$ cat src/core/rcts_consts.svh
// Offsets, field positions, reset values and limits of the trim status block
`ifndef RCTS_CONSTS_SVH
`define RCTS_CONSTS_SVH

// Register byte offsets
`define RCTS_OFF_CTL0 12'h080
`define RCTS_OFF_IEN 12'h084
`define RCTS_OFF_STATUS 12'h088
`define RCTS_OFF_CTL1 12'h090

// Status and interrupt enable bit positions
`define RCTS_BIT_LOCK0 0
`define RCTS_BIT_FAIL0 1
`define RCTS_BIT_CLKERR0 2
`define RCTS_BIT_LOCK1 8
`define RCTS_BIT_FAIL1 9
`define RCTS_BIT_CLKERR1 10

// Control register field positions
`define RCTS_CTL_SEL_LSB 0
`define RCTS_CTL_RETRY_LSB 6
`define RCTS_CTL_STOP 8

// Target selection codes
`define RCTS_SEL_OFF 2'h0
`define RCTS_SEL_ON 2'h1

// Retry limit codes
`define RCTS_RETRY_64 2'h0
`define RCTS_RETRY_128 2'h1

// Last count before the limit is reached (limit minus one)
`define RCTS_LAST_64 10'h03F
`define RCTS_LAST_128 10'h07F
`define RCTS_LAST_512 10'h1FF

// Reset and fill values
`define RCTS_RESET_WORD 32'h00000000
`define RCTS_RESET_CNT 10'h000
`define RCTS_CNT_STEP 10'h001

`endif

$ cat src/core/rcts_pkg.sv
// Types shared by the trim status block and its retry counter
package rcts_pkg;

  // APB request from the bus master
  typedef struct packed {
    logic psel;
    logic penable;
    logic pwrite;
    logic [11:0] paddr;
    logic [31:0] pwdata;
  } rcts_apb_req_s;

  // Status lines from one trim engine
  typedef struct packed {
    logic locked;
    logic clockError;
    logic trimUpdate;
  } rcts_eng_in_s;

  // Per-engine control fields
  typedef struct packed {
    logic stopOnClockError;
    logic [1:0] updateRetryLimit;
    logic [1:0] trimTargetSelect;
  } rcts_ctl_s;

  // Interrupt enables
  typedef struct packed {
    logic osc1ClockErrorIrqEnable;
    logic osc1TrimFailIrqEnable;
    logic osc0ClockErrorIrqEnable;
    logic osc0TrimFailIrqEnable;
  } rcts_ien_s;

  // Sticky flags
  typedef struct packed {
    logic osc1ClockErrorFlag;
    logic osc1TrimFailFlag;
    logic osc0ClockErrorFlag;
    logic osc0TrimFailFlag;
  } rcts_flags_s;

  // Whole state of the status block
  typedef struct packed {
    rcts_ctl_s ctl0;
    rcts_ctl_s ctl1;
    rcts_ien_s ien;
    rcts_flags_s flags;
    logic osc0LockStatus;
    logic osc1LockStatus;
    logic pready;
    logic pslverr;
    logic [31:0] prdata;
    logic trimIrq;
  } rcts_state_s;

  // State of one retry counter
  typedef struct packed {
    logic [9:0] count;
    logic limitHit;
  } rcts_cnt_s;

endpackage

$ cat src/core/rcts_trim_status.sv
// Trim status, flags, lock report and control registers over APB
//
// Decided for this implementation: register access over APB.
`include "rcts_consts.svh"

module rcts_trim_status (
  input wire logic clk_sys, // System clock, 100 MHz
  input wire logic reset, // Synchronous reset, high
  input rcts_pkg::rcts_apb_req_s apbReq, // APB request
  output logic [31:0] prdata, // APB read data
  output logic pready, // APB ready
  output logic pslverr, // APB error, unmapped address
  input rcts_pkg::rcts_eng_in_s eng0, // Engine 0 status lines
  input rcts_pkg::rcts_eng_in_s eng1, // Engine 1 status lines
  input wire logic refClockError, // Crystal reference drifted
  output logic [1:0] osc0TrimTargetSelect, // Engine 0 target
  output logic [1:0] osc1TrimTargetSelect, // Engine 1 target
  output logic trimIrq // Trim interrupt, level
);

  rcts_pkg::rcts_state_s s;
  rcts_pkg::rcts_state_s next_s;

  logic active0;
  logic active1;
  logic limitHit0;
  logic limitHit1;
  logic setupPhase;
  logic writeAccess;
  logic clkErrSet0;
  logic clkErrSet1;
  logic failSet0;
  logic failSet1;
  logic [31:0] w1c;

  // Decode of mapped addresses
  function automatic logic addrHit(input logic [11:0] addr);
    addrHit = (addr == `RCTS_OFF_CTL0) || (addr == `RCTS_OFF_IEN) ||
              (addr == `RCTS_OFF_STATUS) || (addr == `RCTS_OFF_CTL1);
  endfunction

  // Control register image for a read
  function automatic logic [31:0] ctlWord(input rcts_pkg::rcts_ctl_s c);
    ctlWord = `RCTS_RESET_WORD;
    ctlWord[`RCTS_CTL_SEL_LSB +: 2] = c.trimTargetSelect;
    ctlWord[`RCTS_CTL_RETRY_LSB +: 2] = c.updateRetryLimit;
    ctlWord[`RCTS_CTL_STOP] = c.stopOnClockError;
  endfunction

  // Control fields from a written word
  function automatic rcts_pkg::rcts_ctl_s ctlFields(input logic [31:0] d);
    ctlFields.trimTargetSelect = d[`RCTS_CTL_SEL_LSB +: 2];
    ctlFields.updateRetryLimit = d[`RCTS_CTL_RETRY_LSB +: 2];
    ctlFields.stopOnClockError = d[`RCTS_CTL_STOP];
  endfunction

  // Engine trims only with code 01; 10 and 11 leave it idle
  function automatic logic selActive(input logic [1:0] sel);
    selActive = (sel == `RCTS_SEL_ON);
  endfunction

  // Sticky flag; a hardware set wins over a write-one clear
  function automatic logic flagNext(
    input logic set,
    input logic held,
    input logic clear
  );
    flagNext = set | (held & ~clear);
  endfunction

  // Status register image; unlisted bits stay zero
  function automatic logic [31:0] statusWord(
    input rcts_pkg::rcts_state_s st
  );
    statusWord = `RCTS_RESET_WORD;
    statusWord[`RCTS_BIT_LOCK0] = st.osc0LockStatus;
    statusWord[`RCTS_BIT_FAIL0] = st.flags.osc0TrimFailFlag;
    statusWord[`RCTS_BIT_CLKERR0] = st.flags.osc0ClockErrorFlag;
    statusWord[`RCTS_BIT_LOCK1] = st.osc1LockStatus;
    statusWord[`RCTS_BIT_FAIL1] = st.flags.osc1TrimFailFlag;
    statusWord[`RCTS_BIT_CLKERR1] = st.flags.osc1ClockErrorFlag;
  endfunction

  // Enable register image
  function automatic logic [31:0] ienWord(input rcts_pkg::rcts_ien_s e);
    ienWord = `RCTS_RESET_WORD;
    ienWord[`RCTS_BIT_FAIL0] = e.osc0TrimFailIrqEnable;
    ienWord[`RCTS_BIT_CLKERR0] = e.osc0ClockErrorIrqEnable;
    ienWord[`RCTS_BIT_FAIL1] = e.osc1TrimFailIrqEnable;
    ienWord[`RCTS_BIT_CLKERR1] = e.osc1ClockErrorIrqEnable;
  endfunction

  // Read data multiplexer
  function automatic logic [31:0] readMux(
    input logic [11:0] addr,
    input rcts_pkg::rcts_state_s st
  );
    unique case (addr)
      `RCTS_OFF_CTL0: readMux = ctlWord(st.ctl0);
      `RCTS_OFF_IEN: readMux = ienWord(st.ien);
      `RCTS_OFF_STATUS: readMux = statusWord(st);
      `RCTS_OFF_CTL1: readMux = ctlWord(st.ctl1);
      default: readMux = `RCTS_RESET_WORD;
    endcase
  endfunction

  // Engine activity follows the target selection
  assign active0 = selActive(s.ctl0.trimTargetSelect);
  assign active1 = selActive(s.ctl1.trimTargetSelect);

  // Retry counter of engine 0
  rcts_retry_counter retry0 (
    .clk_sys(clk_sys),
    .reset(reset),
    .active(active0),
    .locked(eng0.locked),
    .trimUpdate(eng0.trimUpdate),
    .updateRetryLimit(s.ctl0.updateRetryLimit),
    .limitHit(limitHit0)
  );

  // Retry counter of engine 1
  rcts_retry_counter retry1 (
    .clk_sys(clk_sys),
    .reset(reset),
    .active(active1),
    .locked(eng1.locked),
    .trimUpdate(eng1.trimUpdate),
    .updateRetryLimit(s.ctl1.updateRetryLimit),
    .limitHit(limitHit1)
  );

  // APB phase decode; a write lands on the last access edge
  assign setupPhase = apbReq.psel & ~apbReq.penable;
  assign writeAccess = apbReq.psel & apbReq.penable & s.pready &
                       apbReq.pwrite & addrHit(apbReq.paddr);

  // Clear mask for the status register
  assign w1c = (writeAccess && apbReq.paddr == `RCTS_OFF_STATUS) ?
               apbReq.pwdata : `RCTS_RESET_WORD;

  // Hardware events, only while an engine trims
  assign clkErrSet0 = active0 & (eng0.clockError | refClockError);
  assign clkErrSet1 = active1 & eng1.clockError;
  assign failSet0 = limitHit0 & ~eng0.locked;
  assign failSet1 = limitHit1 & ~eng1.locked;

  // Next state of the whole block
  always_comb begin
    next_s = s;

    // Bus answer: ready in the first access cycle
    next_s.pready = setupPhase;
    next_s.pslverr = 1'b0;
    if (setupPhase) begin
      next_s.prdata = readMux(apbReq.paddr, s);
      next_s.pslverr = ~addrHit(apbReq.paddr);
    end

    // Lock status follows the engines, writes ignored
    next_s.osc0LockStatus = eng0.locked;
    next_s.osc1LockStatus = eng1.locked;

    // Software writes to control and enable registers
    if (writeAccess) begin
      unique case (apbReq.paddr)
        `RCTS_OFF_CTL0: next_s.ctl0 = ctlFields(apbReq.pwdata);
        `RCTS_OFF_CTL1: next_s.ctl1 = ctlFields(apbReq.pwdata);
        `RCTS_OFF_IEN: begin
          next_s.ien.osc0TrimFailIrqEnable =
            apbReq.pwdata[`RCTS_BIT_FAIL0];
          next_s.ien.osc0ClockErrorIrqEnable =
            apbReq.pwdata[`RCTS_BIT_CLKERR0];
          next_s.ien.osc1TrimFailIrqEnable =
            apbReq.pwdata[`RCTS_BIT_FAIL1];
          next_s.ien.osc1ClockErrorIrqEnable =
            apbReq.pwdata[`RCTS_BIT_CLKERR1];
        end
        default: begin
          // Status holds only clear-on-one and read-only bits
        end
      endcase
    end

    // Write one to clear; a set in the same cycle wins
    next_s.flags.osc0TrimFailFlag = flagNext(failSet0,
      s.flags.osc0TrimFailFlag, w1c[`RCTS_BIT_FAIL0]);
    next_s.flags.osc0ClockErrorFlag = flagNext(clkErrSet0,
      s.flags.osc0ClockErrorFlag, w1c[`RCTS_BIT_CLKERR0]);
    next_s.flags.osc1TrimFailFlag = flagNext(failSet1,
      s.flags.osc1TrimFailFlag, w1c[`RCTS_BIT_FAIL1]);
    next_s.flags.osc1ClockErrorFlag = flagNext(clkErrSet1,
      s.flags.osc1ClockErrorFlag, w1c[`RCTS_BIT_CLKERR1]);

    // Engine 0 halt: failure always, clock error only if stop set
    if (failSet0) begin
      next_s.ctl0.trimTargetSelect = `RCTS_SEL_OFF;
    end else if (clkErrSet0 && s.ctl0.stopOnClockError) begin
      next_s.ctl0.trimTargetSelect = `RCTS_SEL_OFF;
    end

    // Engine 1 halt: failure always, clock error only if stop set
    if (failSet1) begin
      next_s.ctl1.trimTargetSelect = `RCTS_SEL_OFF;
    end else if (clkErrSet1 && s.ctl1.stopOnClockError) begin
      next_s.ctl1.trimTargetSelect = `RCTS_SEL_OFF;
    end

    // Interrupt from flags and enables; lock bits take no part
    next_s.trimIrq =
      (next_s.flags.osc1ClockErrorFlag &
       next_s.ien.osc1ClockErrorIrqEnable) |
      (next_s.flags.osc1TrimFailFlag &
       next_s.ien.osc1TrimFailIrqEnable) |
      (next_s.flags.osc0ClockErrorFlag &
       next_s.ien.osc0ClockErrorIrqEnable) |
      (next_s.flags.osc0TrimFailFlag &
       next_s.ien.osc0TrimFailIrqEnable);
  end

  // State register
  always_ff @(posedge clk_sys) begin
    if (reset) begin
      s <= '0;
    end else begin
      s <= next_s;
    end
  end

  // Outputs straight from the state register
  assign prdata = s.prdata;
  assign pready = s.pready;
  assign pslverr = s.pslverr;
  assign osc0TrimTargetSelect = s.ctl0.trimTargetSelect;
  assign osc1TrimTargetSelect = s.ctl1.trimTargetSelect;
  assign trimIrq = s.trimIrq;

endmodule // rcts_trim_status

$ cat src/core/rcts_retry_counter.sv
// Trim update counter that flags the retry limit for one engine
`include "rcts_consts.svh"

module rcts_retry_counter (
  input wire logic clk_sys, // System clock
  input wire logic reset, // Synchronous reset, high
  input wire logic active, // Engine trimming enabled
  input wire logic locked, // Engine frequency locked
  input wire logic trimUpdate, // One trim value update done
  input wire logic [1:0] updateRetryLimit, // Limit code
  output logic limitHit // Pulse: limit reached unlocked
);

  rcts_pkg::rcts_cnt_s s;
  rcts_pkg::rcts_cnt_s next_s;

  // Last count value for a limit code
  function automatic logic [9:0] lastCount(input logic [1:0] code);
    unique case (code)
      `RCTS_RETRY_64: lastCount = `RCTS_LAST_64;
      `RCTS_RETRY_128: lastCount = `RCTS_LAST_128;
      default: lastCount = `RCTS_LAST_512;
    endcase
  endfunction

  // Count updates, restart on lock, idle or limit
  always_comb begin
    next_s = s;
    next_s.limitHit = 1'b0;
    if (!active || locked) begin
      next_s.count = `RCTS_RESET_CNT;
    end else if (trimUpdate) begin
      if (s.count == lastCount(updateRetryLimit)) begin
        next_s.limitHit = 1'b1;
        next_s.count = `RCTS_RESET_CNT;
      end else begin
        next_s.count = 10'(s.count + `RCTS_CNT_STEP);
      end
    end
  end

  // State register
  always_ff @(posedge clk_sys) begin
    if (reset) begin
      s <= '0;
    end else begin
      s <= next_s;
    end
  end

  assign limitHit = s.limitHit;

endmodule // rcts_retry_counter

$ cat config.mk
export PLATFORM = sky130hd
export DESIGN_NAME = rcts_trim_status
export DESIGN_NICKNAME = d
export VERILOG_FILES = /design/src/core/rcts_pkg.sv /design/src/core/rcts_trim_status.sv /design/src/core/rcts_retry_counter.sv
export VERILOG_INCLUDE_DIRS = /design/src /design/src/core
export SDC_FILE = /design/constraint.sdc
export NUM_CORES = 1
export LEC_CHECK = 0
export BUFFER_PORTS_ARGS = -buffer_cell sky130_fd_sc_hd__buf_2
export CAP_MARGIN = 10
export CORE_UTILIZATION = 40
export DETAILED_ROUTE_END_ITERATION = 16
export PLACE_DENSITY = 0.64
export SETUP_SLACK_MARGIN = 0.05
export SLEW_MARGIN = 20
export SYNTH_ARGS = -nofsm -noshare
export SYNTH_HDL_FRONTEND = slang
export SYNTH_SLANG_ARGS = --single-unit
$ cat constraint.sdc
create_clock -name clk_sys -period 4.6 [get_ports clk_sys]
set_clock_uncertainty 0.15 [all_clocks]
set_input_delay 0.69 -clock clk_sys [delete_from_list [all_inputs] [get_ports clk_sys]]
set_output_delay 0.69 -clock clk_sys [all_outputs]
set_load 0.05 [all_outputs]
==> results.md <==
* Clk pin slew, worst setup/hold paths at 100 ps
* CP Capture Type: flop
* Root Driver: clkbuf_8
* CP cell instances: buf_2, or4b_1, nor4b_2, nand2_1, mux2i_1, nor2_1
* MaxCap Viol Count at 0
* Status: finished clean
* Synth area leader: dfxtp_1
* Post-synth top flop: dfxtp_1
* Vias in the first global route at 1885
* Clk_lat worst skew at 310 ps
* Post-layout util at 44.5%
* R2R Path Start: retry1.s[1]
* Mux share of post-synthesis cell area at 3.77%
* Hold slack at 320 ps
* Via density at 4.90
* PnR Total Power at 0.800 mW
* Synth async-reset ratio at 0%
* Largest net degree at the start of global routing at 31
* Arrival time of the worst setup path at 2700 ps
* R2R setup slack at 2640 ps
* Boundary Pins at 95
* Share of cells above drive strength 1 at 19.9%
* Fill count at 655
* Buf/Inv on CP at 1
* Initial DRC Count at 89
* Synth Area in XOR/XNOR at 6.60%
* Startpoint types: primary input
* Final setup violation count at 0
* Pins Over Slew Limit at 0
* Worst path depth at 6
* RSZ-0062 raised after global routing: no
* Worst setup endpoint: s[52]
* Static leakage at 1.16 nW
* Final Cycle Share at 57.9%
* CTS tree: yes
* Core area at 0.00639 mm^2
* Post-Synth Adder-Cell Area at 0.943%
* Pre-antenna DRT Iters at 4
* First-pass GRT wire length at 8510 um
* Top delay family on crit path: simple AND/OR/NAND/NOR gates
* Final HPWL DP at 3690 um
* Syn Inst Count at 301
* Tmin final at 2670 ps
* Worst R2R Path Depth at 6
* Routed Antenna Nets at 0
* Slowest stage delay, CP at 660 ps
* Vias at 2005
* Row count at 29
* Syn avg cell area at 8.82 um^2
* Unique masters post-synth at 47
* Antenna violations before repair at 0
* Largest family of logic cells by synthesized area: simple AND/OR/NAND/NOR gates
* Setup TNS at 0 ps
* Fin nets at 389
* Crit. Startpoint: apbReq[42]
* Seq/Total Area, Yosys at 40.0%
* Hold buffers post-CTS at 0
* Yosys reg bits at 53
* DR DRC count at 0
* Post-Place Worst Slack at 1620 ps
* DRT Wirelength at 4980 um
* Overall Global Routing Usage at 15.2%
* CTS HTree Levels at 2
* Worst-Margin Slew at 677 ps
* GP Congestion at 0.799
* Longest Clk Path Bufs at 2
* Cts repair resizes at 0
* Die width at 83.5 um
* Post-CTS setup buffer count at 0
* Drt wl/cell at 12.2 um
* Crit path max-delay cell type: nor4b_2
* Most common library cells after synthesis: dfxtp_1 (53), nor2_1 (53), buf_4 (36)
* CTS buffer count at 5
* PortBufs at 46
* Worst Hold Class: flop to flop
* Synth warn at 0
* Relative slew slack at 54.8%
* Die ar. at 0.00697 mm^2
* Mapped Area at 0.00266 mm^2
* Area delta synth->final at 7.12%
* Number of synthesized flops with an enable pin at 0
* Largest vdd supply drop at 0.000117 V
* Maximum fanout along the worst path at 7
* Total gr overflow at 0
* Initial Utilization at 41.6%
* Top cell type's share of synthesized area at 40.0%
* CTS Sinks at 53
* Critical setup path kind: primary input to flop
* Largest cells by area after synthesis: dfxtp_1 (40%), buf_4 (10%), nor2_1 (7.5%)
* Terminus of the critical flop-to-flop path: retry1.s[8]
* Power Dens Cells at 281 mW/mm^2
* Setup ws final at 1930 ps
* Fmax at 375 MHz
* Final Hold Viols at 0
* # diodes at 0
* Synth Area in Compound Gates at 13.0%
* Die H at 83.5 um
* Synth Area in Simple Gates at 23.0%
* Critical Path RT at 4630 ps
metal layers:
metal	track usage (%)	vias up	wire, um
met1	20.1	904	2550
met3	4.45	7	295
li1	-	1041	-
met2	23.8	53	2080
met5	0	-	0
met4	5.08	0	68
registers in the layout (all words and copies together), names as in the netlist:
name / count
osc1TrimTargetSelect: 2
retry0.limitHit: 1
retry0.s: 10
trimIrq: 1
osc0TrimTargetSelect: 2
retry1.limitHit: 1
prdata: 8
pslverr: 1
pready: 1
retry1.s: 10
s: 16
stage by stage:
step,std cells,cell area (um^2)
2_1_floorplan,324,2740
6_report,409,2840
3_3_place_gp,401,2760
3_5_place_dp,401,2760
5_1_grt,409,2840
4_1_cts,409,2840
placed cells by master (no fill, tap or decap), drive strengths merged, types with 3 or more instances in the layout:
cell	n
nor2	53
dfxtp	53
buf	47
conb	24
nand2	15
xor2	11
mux2i	10
xnor2	9
nor2b	8
nand4	7
nand3	7
and3	6
a22oi	6
clkbuf	6
or3	6
inv	5
a21boi	4
o21ba	4
a31oi	4
o22ai	4
a22o	4
a2bb2oi	4
a21oi	4
nand2b	3
a211o	3
nor4	3
worst min path at each step:
stage                     cells past startpoint   endpoint  slack [ps]      start
after floorplan                               2  prdata[1]         290  prdata[1]
after global placement                        2  prdata[1]         300  prdata[1]
after detailed placement                      2  prdata[1]         300  prdata[1]
after CTS                                     2  prdata[1]         320  prdata[1]
after global routing                          2  prdata[1]         350  prdata[1]
final                                         2  prdata[1]         320  prdata[1]
worst min-delay path: stages, from the launching register on:
cell,delay [ps]
dfxtp_1,320
nand2_1,70
a21oi_2,50
area by class of cell:
class / instances / area [um^2] / area share, %
repair buffers: 47 / 238 / 8.36
well taps: 77 / 96.3 / 3.39
flip-flops and latches: 53 / 1060 / 37.3
inverters: 5 / 18.8 / 0.660
multi-input cells: 219 / 1350 / 47.4
clock buffers: 6 / 72.6 / 2.55
clock inverters: 2 / 10.0 / 0.352
kinds of logic after synthesis:
| group | after synthesis |
|---|---|
| AOI/OAI and AO/OA | 43 |
| xor gates and xnor gates | 20 |
| adders and majority gates | 2 |
| buffers and inverters | 52 |
| DFF | 53 |
| muxes | 10 |
| other | 1 |
| and+or+nand+nor | 120 |
report_power, final:
part | internal [mW] | total, mW | switching (mW)
logic | 0.0161 | 0.0823 | 0.0662
registers | 0.460 | 0.461 | 0.000504
clock network | 0.106 | 0.257 | 0.151
Power figures use the tool's default switching activity.
